[src/rtl/i2s_switch_consts.vh]
// Constants for the serial audio input switch and its register file.
`ifndef I2S_SWITCH_CONSTS_VH
`define I2S_SWITCH_CONSTS_VH

// Register indexes; byte address is four times the index.
`define CTRL_IDX        14'h0FFF
`define STAT_IDX        14'h0001

// Control register layout and reset value.
`define CTRL_RST        16'h0000
`define CTRL_SEL_BIT    5
`define CTRL_DIS_BIT    7
`define CTRL_ENA3_BIT   13
`define CTRL_IMODE_BIT  15

// Status register layout.
`define ST_SEL_BIT      0
`define ST_WL_LSB       1
`define ST_WR_LSB       6
`define ST_BUSY_BIT     11
`define ST_START_BIT    12
`define ST_STOP_BIT     13
`define ST_DIV_BIT      14
`define ST_RAW_BIT      15

// Sample word geometry.
`define SAMPLE_MAX      5'h12
`define SAMPLE_MSB      5'h11

`endif

[src/rtl/edge_sense.v]
// Registered sample of a synchronous pin with rise and fall pulses.
`timescale 1ns/1ps
module edge_sense (
   input  wire clk,                 // Core clock.
   input  wire rst_n,               // Synchronised reset, active low.
   input  wire d,                   // Pin level.
   output wire q,                   // Registered level.
   output wire rise,                // Rising pulse.
   output wire fall                 // Falling pulse.
);

   reg q_ff;
   reg prev_ff;

   // Two stages give a level and its previous value for edge compare.
   always @(posedge clk or negedge rst_n) begin
      if (!rst_n) begin
         q_ff    <= 1'b0;
         prev_ff <= 1'b0;
      end else begin
         q_ff    <= d;
         prev_ff <= q_ff;
      end
   end

   assign q    = q_ff;
   assign rise = q_ff & ~prev_ff;
   assign fall = ~q_ff & prev_ff;

endmodule // edge_sense

[src/rtl/i2s_input_switch_output.v]
// Serial audio input switch, one-period delay line, clock path and bus watch.
//
// Function
// Crystal mode halves the oscillator to give a clock of even duty.
// Bypass pin low selects the divided oscillator; board keeps it low.
// With an external master clock the bypass pin switches divider in or out.
// Test position skips the divider and passes the raw clock.
// Word select 0 marks the left word, 1 the right word.
// Samples are two's complement, most significant bit first.
// Left MSB goes out one bit clock after word select falls.
// Data changes on the falling bit clock and is taken on the rising one.
// Select bit 0 makes input 1 timing master, 1 makes input 2 master.
// Any width up to 18 bits is accepted; longer words are cut to 18.
// All three data outputs carry the selected data stream.
// Bit clock and word select outputs follow the selected input in phase.
// Each output sample leaves one sample period after it arrived.
// Disable bit floats the bit clock and word select outputs.
// Third data output is driven only while its enable bit is set.
// Control bus data must stay stable while its clock is high.
// Control bus clock must not exceed 100 kHz.
// Data falling with clock high is start; rising with clock high is stop.
// A control transfer may begin only while the bus is idle.
// Select, disable and enable bits sit in a write-only register at 0FFFH.
// Input 2 selected routes its clock, word select and data out.
`timescale 1ns/1ps
`include "i2s_switch_consts.vh"
module i2s_input_switch_output (
   input  wire        core_clk,                 // Core clock, 25 MHz.
   input  wire        rst_b,                    // Reset, active low, async.
   // Wishbone classic slave.
   input  wire        wb_cyc_i,                 // Bus cycle.
   input  wire        wb_stb_i,                 // Strobe.
   input  wire        wb_we_i,                  // Write enable.
   input  wire [15:0] wb_adr_i,                 // Byte address.
   input  wire [3:0]  wb_sel_i,                 // Byte lane selects.
   input  wire [31:0] wb_dat_i,                 // Write data.
   output wire [31:0] wb_dat_o,                 // Read data.
   output wire        wb_ack_o,                 // Acknowledge.
   // Clock path.
   input  wire        oscillator_sense_in,      // Oscillator or master clock.
   output wire        oscillator_drive_out,     // Amplifier drive back.
   input  wire        clock_divider_bypass_n,   // Low selects divided clock while test mode is low.
   input  wire        clock_test_mode,          // High passes raw clock.
   output wire        internal_clock_out,       // Clock fed to internal logic.
   // Serial audio inputs.
   input  wire        bit_clock_in_1,           // Input 1 bit clock.
   input  wire        word_select_in_1,         // Input 1 word select.
   input  wire        audio_data_in_1,          // Input 1 data.
   input  wire        bit_clock_in_2,           // Input 2 bit clock.
   input  wire        word_select_in_2,         // Input 2 word select.
   input  wire        audio_data_in_2,          // Input 2 data.
   // Serial audio outputs.
   output wire        bit_clock_out,            // Selected bit clock.
   output wire        bit_clock_out_oe_n,       // Low while driven.
   output wire        word_select_out,          // Selected word select.
   output wire        word_select_out_oe_n,     // Low while driven.
   output wire        audio_data_out_1,         // Delayed data 1.
   output wire        audio_data_out_1_oe_n,    // Low while driven.
   output wire        audio_data_out_2,         // Delayed data 2.
   output wire        audio_data_out_2_oe_n,    // Low while driven.
   output wire        audio_data_out_3,         // Delayed data 3.
   output wire        audio_data_out_3_oe_n,    // Low while driven.
   // Control bus lines, watched only.
   input  wire        ctl_scl_in,               // Control bus clock level.
   input  wire        ctl_sda_in                // Control bus data level.
);

   // Reset release flops; assertion is immediate, release is clocked.
   reg rst_meta_ff;
   reg rst_n_ff;

   always @(posedge core_clk or negedge rst_b) begin
      if (!rst_b) begin
         rst_meta_ff <= 1'b0;
         rst_n_ff    <= 1'b0;
      end else begin
         rst_meta_ff <= 1'b1;
         rst_n_ff    <= rst_meta_ff;
      end
   end

   // Register file.
   reg  [15:0] ctrl_ff;
   reg         ack_ff;
   reg  [31:0] rdat_ff;
   reg         start_seen_ff;
   reg         stop_seen_ff;
   wire [13:0] reg_idx;
   wire        req;
   wire        wr_ctrl;
   wire        wr_stat;
   wire [15:0] status;

   assign reg_idx = wb_adr_i[15:2];
   assign req     = wb_cyc_i & wb_stb_i;
   // Writes land on the edge where the master samples ack high.
   assign wr_ctrl = req & ack_ff & wb_we_i & (reg_idx == `CTRL_IDX);
   assign wr_stat = req & ack_ff & wb_we_i & (reg_idx == `STAT_IDX);

   wire sel_in2;
   wire out_clk_dis;
   wire out3_ena;

   assign sel_in2     = ctrl_ff[`CTRL_SEL_BIT];
   assign out_clk_dis = ctrl_ff[`CTRL_DIS_BIT];
   assign out3_ena    = ctrl_ff[`CTRL_ENA3_BIT];

   // Ack follows a request by one cycle; unmapped reads give zero.
   always @(posedge core_clk or negedge rst_n_ff) begin
      if (!rst_n_ff) begin
         ack_ff  <= 1'b0;
         rdat_ff <= 32'h00000000;
      end else begin
         ack_ff <= req & ~ack_ff;
         if (req & ~ack_ff & ~wb_we_i & (reg_idx == `STAT_IDX)) begin
            rdat_ff <= {16'h0000, status};
         end else begin
            rdat_ff <= 32'h00000000;
         end
      end
   end

   assign wb_ack_o = ack_ff;
   assign wb_dat_o = rdat_ff;

   // Control register takes its two low byte lanes; reads give zero.
   always @(posedge core_clk or negedge rst_n_ff) begin
      if (!rst_n_ff) begin
         ctrl_ff <= `CTRL_RST;
      end else if (wr_ctrl) begin
         if (wb_sel_i[0]) begin
            ctrl_ff[7:0] <= wb_dat_i[7:0];
         end
         if (wb_sel_i[1]) begin
            ctrl_ff[15:8] <= wb_dat_i[15:8];
         end
      end
   end

   // Clock path: divider, bypass pin and test multiplexer.
   wire osc_q;
   wire osc_rise;
   reg  osc_half_ff;
   reg  int_clk_ff;
   reg  osc_drive_ff;
   wire use_div;

   edge_sense u_osc (.clk(core_clk), .rst_n(rst_n_ff), .d(oscillator_sense_in), .q(osc_q), .rise(osc_rise), .fall());

   // Toggling on every rising edge halves the rate with even duty.
   always @(posedge core_clk or negedge rst_n_ff) begin
      if (!rst_n_ff) begin
         osc_half_ff <= 1'b0;
      end else if (osc_rise) begin
         osc_half_ff <= ~osc_half_ff;
      end
   end

   // Test position wins over the bypass pin so clock phase is direct.
   assign use_div = ~clock_test_mode & ~clock_divider_bypass_n;

   always @(posedge core_clk or negedge rst_n_ff) begin
      if (!rst_n_ff) begin
         int_clk_ff   <= 1'b0;
         osc_drive_ff <= 1'b1;
      end else begin
         int_clk_ff   <= use_div ? osc_half_ff : osc_q;
         osc_drive_ff <= ~osc_q;
      end
   end

   assign internal_clock_out   = int_clk_ff;
   assign oscillator_drive_out = osc_drive_ff;

   // Input switch; every line of the master comes from one input.
   wire sel_bck;
   wire sel_ws;
   wire sel_din;

   assign sel_bck = sel_in2 ? bit_clock_in_2 : bit_clock_in_1;
   assign sel_ws  = sel_in2 ? word_select_in_2 : word_select_in_1;
   assign sel_din = sel_in2 ? audio_data_in_2 : audio_data_in_1;

   wire bck_q;
   wire bck_rise;
   wire bck_fall;
   wire ws_q;
   wire din_q;

   edge_sense u_bck (.clk(core_clk), .rst_n(rst_n_ff), .d(sel_bck), .q(bck_q), .rise(bck_rise), .fall(bck_fall));

   // Word select and data get the same single stage as the bit clock.
   edge_sense u_ws (.clk(core_clk), .rst_n(rst_n_ff), .d(sel_ws), .q(ws_q), .rise(), .fall());

   edge_sense u_din (.clk(core_clk), .rst_n(rst_n_ff), .d(sel_din), .q(din_q), .rise(), .fall());

   // Outputs share the input stage delay, so they stay in phase.
   assign bit_clock_out   = bck_q;
   assign word_select_out = ws_q;

   // Receiver: bits taken on the rising bit clock, MSB first.
   reg  [17:0] rx_sh_ff;
   reg  [4:0]  rx_cnt_ff;
   reg         ws_prev_ff;
   reg  [17:0] held_left_ff;
   reg  [17:0] held_right_ff;
   reg  [4:0]  width_left_ff;
   reg  [4:0]  width_right_ff;
   reg  [17:0] tx_sh_ff;
   reg         dout_ff;
   reg  [17:0] nxt_rx_sh;
   wire [4:0]  rx_pos;
   wire [4:0]  done_width;
   wire        room;
   wire        boundary;

   assign room       = rx_cnt_ff < `SAMPLE_MAX;
   assign rx_pos     = `SAMPLE_MSB - rx_cnt_ff;
   assign done_width = room ? rx_cnt_ff + 5'h01 : `SAMPLE_MAX;
   // A change of word select seen at a rising edge ends the old word,
   // since that bit is still the last bit of the previous channel.
   assign boundary   = bck_rise & (ws_q != ws_prev_ff);

   // Bits beyond the eighteenth are dropped; short words stay left aligned.
   always @* begin
      nxt_rx_sh = rx_sh_ff;
      if (room) begin
         nxt_rx_sh[rx_pos] = din_q;
      end
   end

   always @(posedge core_clk or negedge rst_n_ff) begin
      if (!rst_n_ff) begin
         rx_sh_ff       <= 18'h00000;
         rx_cnt_ff      <= 5'h00;
         ws_prev_ff     <= 1'b0;
         held_left_ff   <= 18'h00000;
         held_right_ff  <= 18'h00000;
         width_left_ff  <= 5'h00;
         width_right_ff <= 5'h00;
      end else if (boundary) begin
         rx_sh_ff   <= 18'h00000;
         rx_cnt_ff  <= 5'h00;
         ws_prev_ff <= ws_q;
         // Level 0 was the left word, level 1 the right word.
         if (!ws_prev_ff) begin
            held_left_ff  <= nxt_rx_sh;
            width_left_ff <= done_width;
         end else begin
            held_right_ff  <= nxt_rx_sh;
            width_right_ff <= done_width;
         end
      end else if (bck_rise) begin
         rx_sh_ff <= nxt_rx_sh;
         if (room) begin
            rx_cnt_ff <= rx_cnt_ff + 5'h01;
         end
      end
   end

   // Transmitter: each boundary loads the word held from the last frame,
   // so the MSB leaves on the next fall, one bit clock after the change.
   always @(posedge core_clk or negedge rst_n_ff) begin
      if (!rst_n_ff) begin
         tx_sh_ff <= 18'h00000;
         dout_ff  <= 1'b0;
      end else if (boundary) begin
         tx_sh_ff <= ws_q ? held_right_ff : held_left_ff;
      end else if (bck_fall) begin
         dout_ff  <= tx_sh_ff[17];
         tx_sh_ff <= {tx_sh_ff[16:0], 1'b0};
      end
   end

   // One stream feeds all three data pins; only the third can float.
   assign audio_data_out_1      = dout_ff;
   assign audio_data_out_2      = dout_ff;
   assign audio_data_out_3      = dout_ff;
   assign audio_data_out_1_oe_n = 1'b0;
   assign audio_data_out_2_oe_n = 1'b0;
   assign audio_data_out_3_oe_n = ~out3_ena;
   assign bit_clock_out_oe_n    = out_clk_dis;
   assign word_select_out_oe_n  = out_clk_dis;

   // Control bus watch: start, stop and busy; rate and data stability
   // are the master's duty, so a breach just shows as a start or stop.
   wire scl_q;
   wire sda_q;
   wire sda_rise;
   wire sda_fall;
   reg  scl_prev_ff;
   reg  busy_ff;
   wire start_det;
   wire stop_det;

   edge_sense u_scl (.clk(core_clk), .rst_n(rst_n_ff), .d(ctl_scl_in), .q(scl_q), .rise(), .fall());

   edge_sense u_sda (.clk(core_clk), .rst_n(rst_n_ff), .d(ctl_sda_in), .q(sda_q), .rise(sda_rise), .fall(sda_fall));

   // Clock must be high on both sides of the data edge.
   assign start_det = sda_fall & scl_q & scl_prev_ff;
   assign stop_det  = sda_rise & scl_q & scl_prev_ff;

   always @(posedge core_clk or negedge rst_n_ff) begin
      if (!rst_n_ff) begin
         scl_prev_ff <= 1'b1;
         busy_ff     <= 1'b0;
      end else begin
         scl_prev_ff <= scl_q;
         if (start_det) begin
            busy_ff <= 1'b1;
         end else if (stop_det) begin
            busy_ff <= 1'b0;
         end
      end
   end

   // Sticky flags clear on a written one; a new event wins over clear.
   always @(posedge core_clk or negedge rst_n_ff) begin
      if (!rst_n_ff) begin
         start_seen_ff <= 1'b0;
         stop_seen_ff  <= 1'b0;
      end else begin
         if (start_det) begin
            start_seen_ff <= 1'b1;
         end else if (wr_stat & wb_sel_i[1] & wb_dat_i[`ST_START_BIT]) begin
            start_seen_ff <= 1'b0;
         end
         if (stop_det) begin
            stop_seen_ff <= 1'b1;
         end else if (wr_stat & wb_sel_i[1] & wb_dat_i[`ST_STOP_BIT]) begin
            stop_seen_ff <= 1'b0;
         end
      end
   end

   // Status word assembled from live state.
   assign status = {clock_test_mode, use_div, stop_seen_ff, start_seen_ff, busy_ff,
                    width_right_ff, width_left_ff, sel_in2};

endmodule // i2s_input_switch_output

[config.mk]
export PLATFORM = sky130hd
export DESIGN_NAME = i2s_input_switch_output
export DESIGN_NICKNAME = d
export VERILOG_FILES = /design/src/rtl/edge_sense.v /design/src/rtl/i2s_input_switch_output.v
export VERILOG_INCLUDE_DIRS = /design/src /design/src/rtl
export SDC_FILE = /design/constraint.sdc
export NUM_CORES = 1
export LEC_CHECK = 0
export ABC_AREA = 1
export BUFFER_PORTS_ARGS = -buffer_cell sky130_fd_sc_hd__buf_2
export CORE_MARGIN = 2
export CORE_UTILIZATION = 30
export DETAILED_ROUTE_END_ITERATION = 6
export PLACE_DENSITY = 0.5
export RECOVER_POWER = 100
export SYNTH_ARGS = -nofsm -noshare
export SYNTH_HDL_FRONTEND = slang
export SYNTH_SLANG_ARGS = --single-unit
[constraint.sdc]
create_clock -name core_clk -period 4.7 [get_ports core_clk]
set_input_delay 0.94 -clock core_clk [delete_from_list [all_inputs] [get_ports core_clk]]
set_output_delay 0.94 -clock core_clk [all_outputs]
set_load 0.01 [all_outputs]
**Yosys cells after proc, flatten, opt, wreduce, memory -nomap -nowiden**

Cells that the tools add are included.

- Flip-flop bits (word level): 154
- Output and inout bits: 45
- Input bits: 68
- Word-level logic and storage cells: 112

- Muxes and demuxes: 24
- $lt $le $gt $ge: 3
- Reduce and logical (&&, ||, !) cells: 13
- Add/sub/neg operators: 2
- Eq/ne operators: 3
- Bitwise logic cells: 36

Operators with widths:

| operator | number |
|---|---|
| two-way mux 18 bit | 6 |
| AND 1 bit | 22 |
| two-way mux 5 bit | 4 |
| bitwise mux 18 bit | 1 |
| two-way mux 16 bit | 1 |
| == test 14 x 1 -> 1 bit (second input constant) | 1 |
| == test 14 x 12 -> 1 bit (second input constant) | 1 |
| NOT 1 bit | 14 |
| AND reduction 2 bit | 6 |
| nonzero test 2 bit | 6 |
| two-way mux 1 bit | 11 |
| < comparator 5 x 6 -> 1 bit (second input constant) | 1 |
| adder 5 x 1 -> 5 bit (second input constant) | 1 |
| demux 1 bit (select 5 bit) | 1 |
| greater-or-equal comparator 5 x 1 -> 1 bit (second input constant) | 1 |
| < comparator 5 bit (second input constant) | 1 |
| subtractor 5 bit (first input constant) | 1 |
| logical AND 1 bit | 1 |
| != test 1 bit | 1 |

**Longest topological paths before layout**

- Depth after elaboration: 9
- Depth in mapped cells: 10
- Gate-level depth less buffers: 10

**Modules after synthesis**

From an unflattened synthesis, not the netlist that was laid out.

- Cells, all modules: 716
- Area total of the unflattened synthesis: 6,127.1 µm²

By module, submodules not included:

| module | times used | seq. area each (µm²) | cells an instance | area an instance (µm²) |
|---|---|---|---|---|
| i2s_input_switch_output | 1 | 2,955.3 | 680 | 5,736.8 |
| edge_sense | 6 | 50.0 | 6 | 65.1 |

**Worst setup path after synthesis**

Ideal clock, no wire load.

- Path type: in2reg
- Start point: in wb_adr_i[15]
- End point: reg rdat_ff[10] (netlist: wb_dat_o[10])
- Stages on the path: 6
- Data arrival time: 1,807 ps
- Path buffers: 1
- Setup time: 72 ps
- Required time: 4,628 ps
- Setup slack: 2,821 ps
- Cell sequence: nor2_1 > nand3b_1 > nor3_1 > nand3_1 > buf_2 > nor2_1

- Longest elaborated chain between the ends: 3

RTL lines:

| item | RTL line | source |
|---|---|---|
| start: declaration | i2s_input_switch_output.v:34 | `input wire [15:0] wb_adr_i,` |
| == test 14 x 1 -> 1 bit (no line) | - |  |
| AND 1 bit | i2s_input_switch_output.v:115 | `` if (req & ~ack_ff & ~wb_we_i & (reg_idx == `STAT_IDX)) begin `` |
| two-way mux 16 bit | i2s_input_switch_output.v:115 |  |
| end signal: assignment | i2s_input_switch_output.v:116 | `rdat_ff <= {16'h0000, status};` |
| end: declaration | i2s_input_switch_output.v:85 | `reg [31:0] rdat_ff;` |

Every way passes these cells.
A chain may end at the register's enable or synchronous reset.

**Worst setup path after layout**

- Start point: reg u_bck.q_ff (netlist: u_bck.q)
- End point: reg tx_sh_ff[14]

- Longest elaborated chain between the ends: 3
- Elaborated cells between the ends (all ways): 6
- Classes of those cells: mux (1); bitwise (4); reduce/logical (1)

RTL lines:

| item | RTL line | source |
|---|---|---|
| start: declaration | edge_sense.v:12 | `reg q_ff;` |
| start signal: assignment | edge_sense.v:18 | `q_ff <= 1'b0;` |
| start signal: assignment | edge_sense.v:21 | `q_ff <= d;` |
| AND 1 bit or NOT 1 bit (tied branches) | edge_sense.v:27, edge_sense.v:28 |  |
| AND 1 bit (on tied branches) | i2s_input_switch_output.v:222, edge_sense.v:28 |  |
| two-way mux 18 bit or nonzero test 2 bit (tied branches) | - |  |
| end signal: assignment | i2s_input_switch_output.v:268 | `tx_sh_ff <= ws_q ? held_right_ff : held_left_ff;` |
| end signal: assignment | i2s_input_switch_output.v:271 | `tx_sh_ff <= {tx_sh_ff[16:0], 1'b0};` |
| end: declaration | i2s_input_switch_output.v:209 | `reg [17:0] tx_sh_ff;` |

Several ways; a longest one is shown, not always the timed one.

==> flow_summary.json <==
{
  "worstPathCellList": "nand2_1 > clkbuf_1 > inv_1 > nand3_1 > clkinv_1 > o211ai_1 > o221ai_1",
  "reg2regPathDepth": 7,
  "critPathLaunchType": "flip-flop",
  "switching_share": 0.3178,
  "cp.required_ns": 4.95,
  "powerDensity_mw_per_mm2": 567.7,
  "start_util": 0.3057,
  "synthArstFlopShare": 1.000,
  "end_kind": "flip-flop",
  "dieHeight_microns": 144.6,
  "synth_area_per_cell_sq_um": 9.053,
  "totalWireLength_microns": 13600,
  "drive_above_1_share": 0.1591,
  "postCtsSetupBuffers": 0,
  "antenna_found_initial": 0,
  "grt.total_usage": 0.1412,
  "final_max_slew_viol_count": 0,
  "die_w_microns": 144.6,
  "root_buffer": "clkbuf_16",
  "ys_seq_area_frac": 0.5364,
  "numCtsBuffers": 17,
  "tritoncts": "built",
  "antennaDiodeCount": 0,
  "hpwl_microns": 9088,
  "drt.antenna.violating_nets": 0,
  "cts_sinks": 127,
  "grt_setup_unrepaired": "false",
  "synth_cell_type_count": 33,
  "grt-ovfl-total": 0,
  "synth_cells": 655,
  "synth-seq-cells": 127,
  "drt_iter0_markers": 218,
  "area_growth_pct": 18.42,
  "setup_violations": 0,
  "status": "finished, final reports clean",
  "yosys_warnings": 0,
  "yosysTopAreaCellShare": 0.5275,
  "critPathLaunch": "u_bck.q$_DFF_PN0_",
  "synth_area_leaders": "dfrtp_1 53%, nand2_1 10%, nand3_1 5.7%, inv_1 4.1%, buf_4 3.5%",
  "leakage_nw": 3.502,
  "grt_max_degree": 53,
  "synth_commonest_cells": "162 x nand2_1, 125 x dfrtp_1, 68 x nand3_1",
  "via_count": 4469,
  "tightest_slew_ns": 1.383,
  "fin_nets": 790,
  "drc": 0,
  "min_period_ns": 3.274,
  "grt_pass1_vias": 4471,
  "synth_top_area_cell": "dfrtp_1",
  "crit_path_max_incr_delay_ns": 0.78,
  "ctsHtreeMaxLevel": 4,
  "fin_skew_ns": 0.008062,
  "power_frac_comb": 0.248,
  "max-cap-violations": 0,
  "dr.pass1.iters": 4,
  "instances_no_fill": 994,
  "synth_edf_count": 0,
  "post_cts_resized": 0,
  "finalSetupTns_ns": 0,
  "fin_area_sq_mm": 0.007022,
  "post_drt_wl_per_cell_microns": 13.68,
  "crit_path_end": "tx_sh_ff[14]$_DFFE_PN0P_",
  "worstPathArrival_ns": 3.52,
  "placed_area_sq_mm": 0.006411,
  "grt_pass1_wl_microns": 22860,
  "core_area_sq_mm": 0.01940,
  "period_share": 0.6966,
  "clock_power_share": 0.374,
  "via_per_inst": 4.496,
  "dieArea_sq_mm": 0.02090,
  "crit_type": "flip-flop to flip-flop",
  "worstPathMaxFanout": 20,
  "max_slew_margin": 0.07808,
  "reg2reg_from": "u_bck.q$_DFF_PN0_",
  "maxClockFrequency_mhz": 305.4,
  "cts.clk_slew.worst_paths_ns": 0.06,
  "rows": 51,
  "rrSetupSlack_ns": 1.43,
  "ir_drop_uv": 290.1,
  "critPathSlowestCell": "clkbuf_1",
  "gp_congestion": 0.7716,
  "seq_power_share": 0.378,
  "worstHoldPathType": "input pin to async pin",
  "clockBufferDepth": 2,
  "port_buffers": 62,
  "r2r-end": "tx_sh_ff[14]$_DFFE_PN0P_",
  "dp.cells": 962,
  "syn_area_sq_mm": 0.005929,
  "yosysMostFrequentCell": "nand2_1",
  "num_io_pins": 113,
  "netSwitchingPower_mw": 1.267,
  "insertion_delay_ns": 0.42,
  "ys.flop_type": "dfrtp_1",
  "postCtsHoldBufs": 0,
  "hold_viol": 0,
  "intPower_mw": 2.719
}
==> power groups by stage <==
| stage | sequential [mW] | combinational, mW | clock (mW) |
|---|---|---|---|
| global placement | 1.52 | 0.990 | 0 |
| detailed placement | 1.52 | 0.995 | 0 |
| floorplan | 1.50 | 0.803 | 0 |
| finish | 1.51 | 0.988 | 1.49 |
| global route | 1.54 | 1.12 | 1.57 |
| CTS | 1.51 | 1.00 | 1.52 |
==> routing by layer <==
metal,routed length [microns],global-route usage
met1,6701,0.1944
met2,6224,0.2173
met3,521,0.03477
met4,147,0.04905
met5,0,0
==> worst min-delay path by stage <==
stage                                    end
6_report                  rst_n_ff$_DFF_PN0_
5_1_grt                   rst_n_ff$_DFF_PN0_
4_1_cts             rx_sh_ff[16]$_DFFE_PN0P_
3_5_place_dp   held_right_ff[15]$_DFFE_PN0P_
3_3_place_gp        rx_sh_ff[16]$_DFFE_PN0P_
2_1_floorplan             rst_n_ff$_DFF_PN0_
==> metrics by stage <==
| step | setup slack (ns) | util | hold WS (ns) | power (mW) |
|---|---|---|---|---|
| 6_report | 1.426 | 0.3620 | 0.2963 | 3.986 |
| 5_1_grt | 1.096 | 0.3620 | 0.2945 | 4.236 |
| 3_3_place_gp | 2.212 | 0.3305 | 0.2460 | 2.506 |
| 4_1_cts | 2.303 | 0.3651 | 0.2489 | 4.024 |
| 2_1_floorplan | 0.9033 | - | 0.3312 | 2.307 |
| 3_5_place_dp | 2.135 | 0.3305 | 0.2445 | 2.517 |
==> worst max-delay path, delay by kind of cell (launching register included) <==
family,cells,cell delay [ns]
buffers and inverters,3,1.68
AO/OA/AOI/OAI,2,0.61
flip-flops,1,0.40
AND/OR/NAND/NOR,2,0.40
==> cell families (layout without fill, tap and decap cells) <==
family,count (synthesis),after routing,share of synthesized area
flip-flops,127,127,0.5364
XOR/XNOR,2,2,0.002955
buffers and inverters,115,172,0.09200
adder cells (fa/ha/maj),6,6,0.01266
AO/OA/AOI/OAI,77,77,0.1019
other,2,19,0.001267
AND/OR/NAND/NOR,326,326,0.2528
==> cells in the final DEF, fill, tap and decap left out, types with 3 or more instances in the layout <==
cell type / netlist / routed
o221ai_1: 17 / 17
nand4_1: 25 / 25
o211ai_1: 17 / 17
buf_2: 6 / 34
bufinv_16: 0 / 6
clkbuf_16: 0 / 17
inv_1: 64 / 66
a21oi_1: 5 / 5
clkinvlp_4: 0 / 3
nor3_1: 6 / 6
nand2_1: 162 / 162
clkbuf_1: 8 / 33
dfrtp_1: 125 / 125
buf_4: 28 / 3
nand3_1: 68 / 69
ha_1: 6 / 6
o21bai_2: 13 / 13
inv_2: 6 / 4
or2_2: 19 / 18
nor2_1: 33 / 34
clkinv_4: 0 / 3
nand2_4: 5 / 5
o21ai_0: 20 / 20
conb_1: 2 / 19
==> sequential cells by signal, indices dropped and copies added (netlist names), 5 cells and up <==
signal	cells
wb_dat_o	16
rx_cnt_ff	5
held_right_ff	18
held_left_ff	18
width_right_ff	5
width_left_ff	5
rx_sh_ff	18
tx_sh_ff	18
==> area by class of cell <==
type,instances,area (sq um)
flip-flops and latches,127,3181
repair buffers,68,309.0
clock inverters,13,237.7
fillers,2030,12380
multi-input cells,430,2260
well taps,265,331.6
inverters,72,270.3
clock buffers,19,432.9
Power figures use the tool's default switching activity.
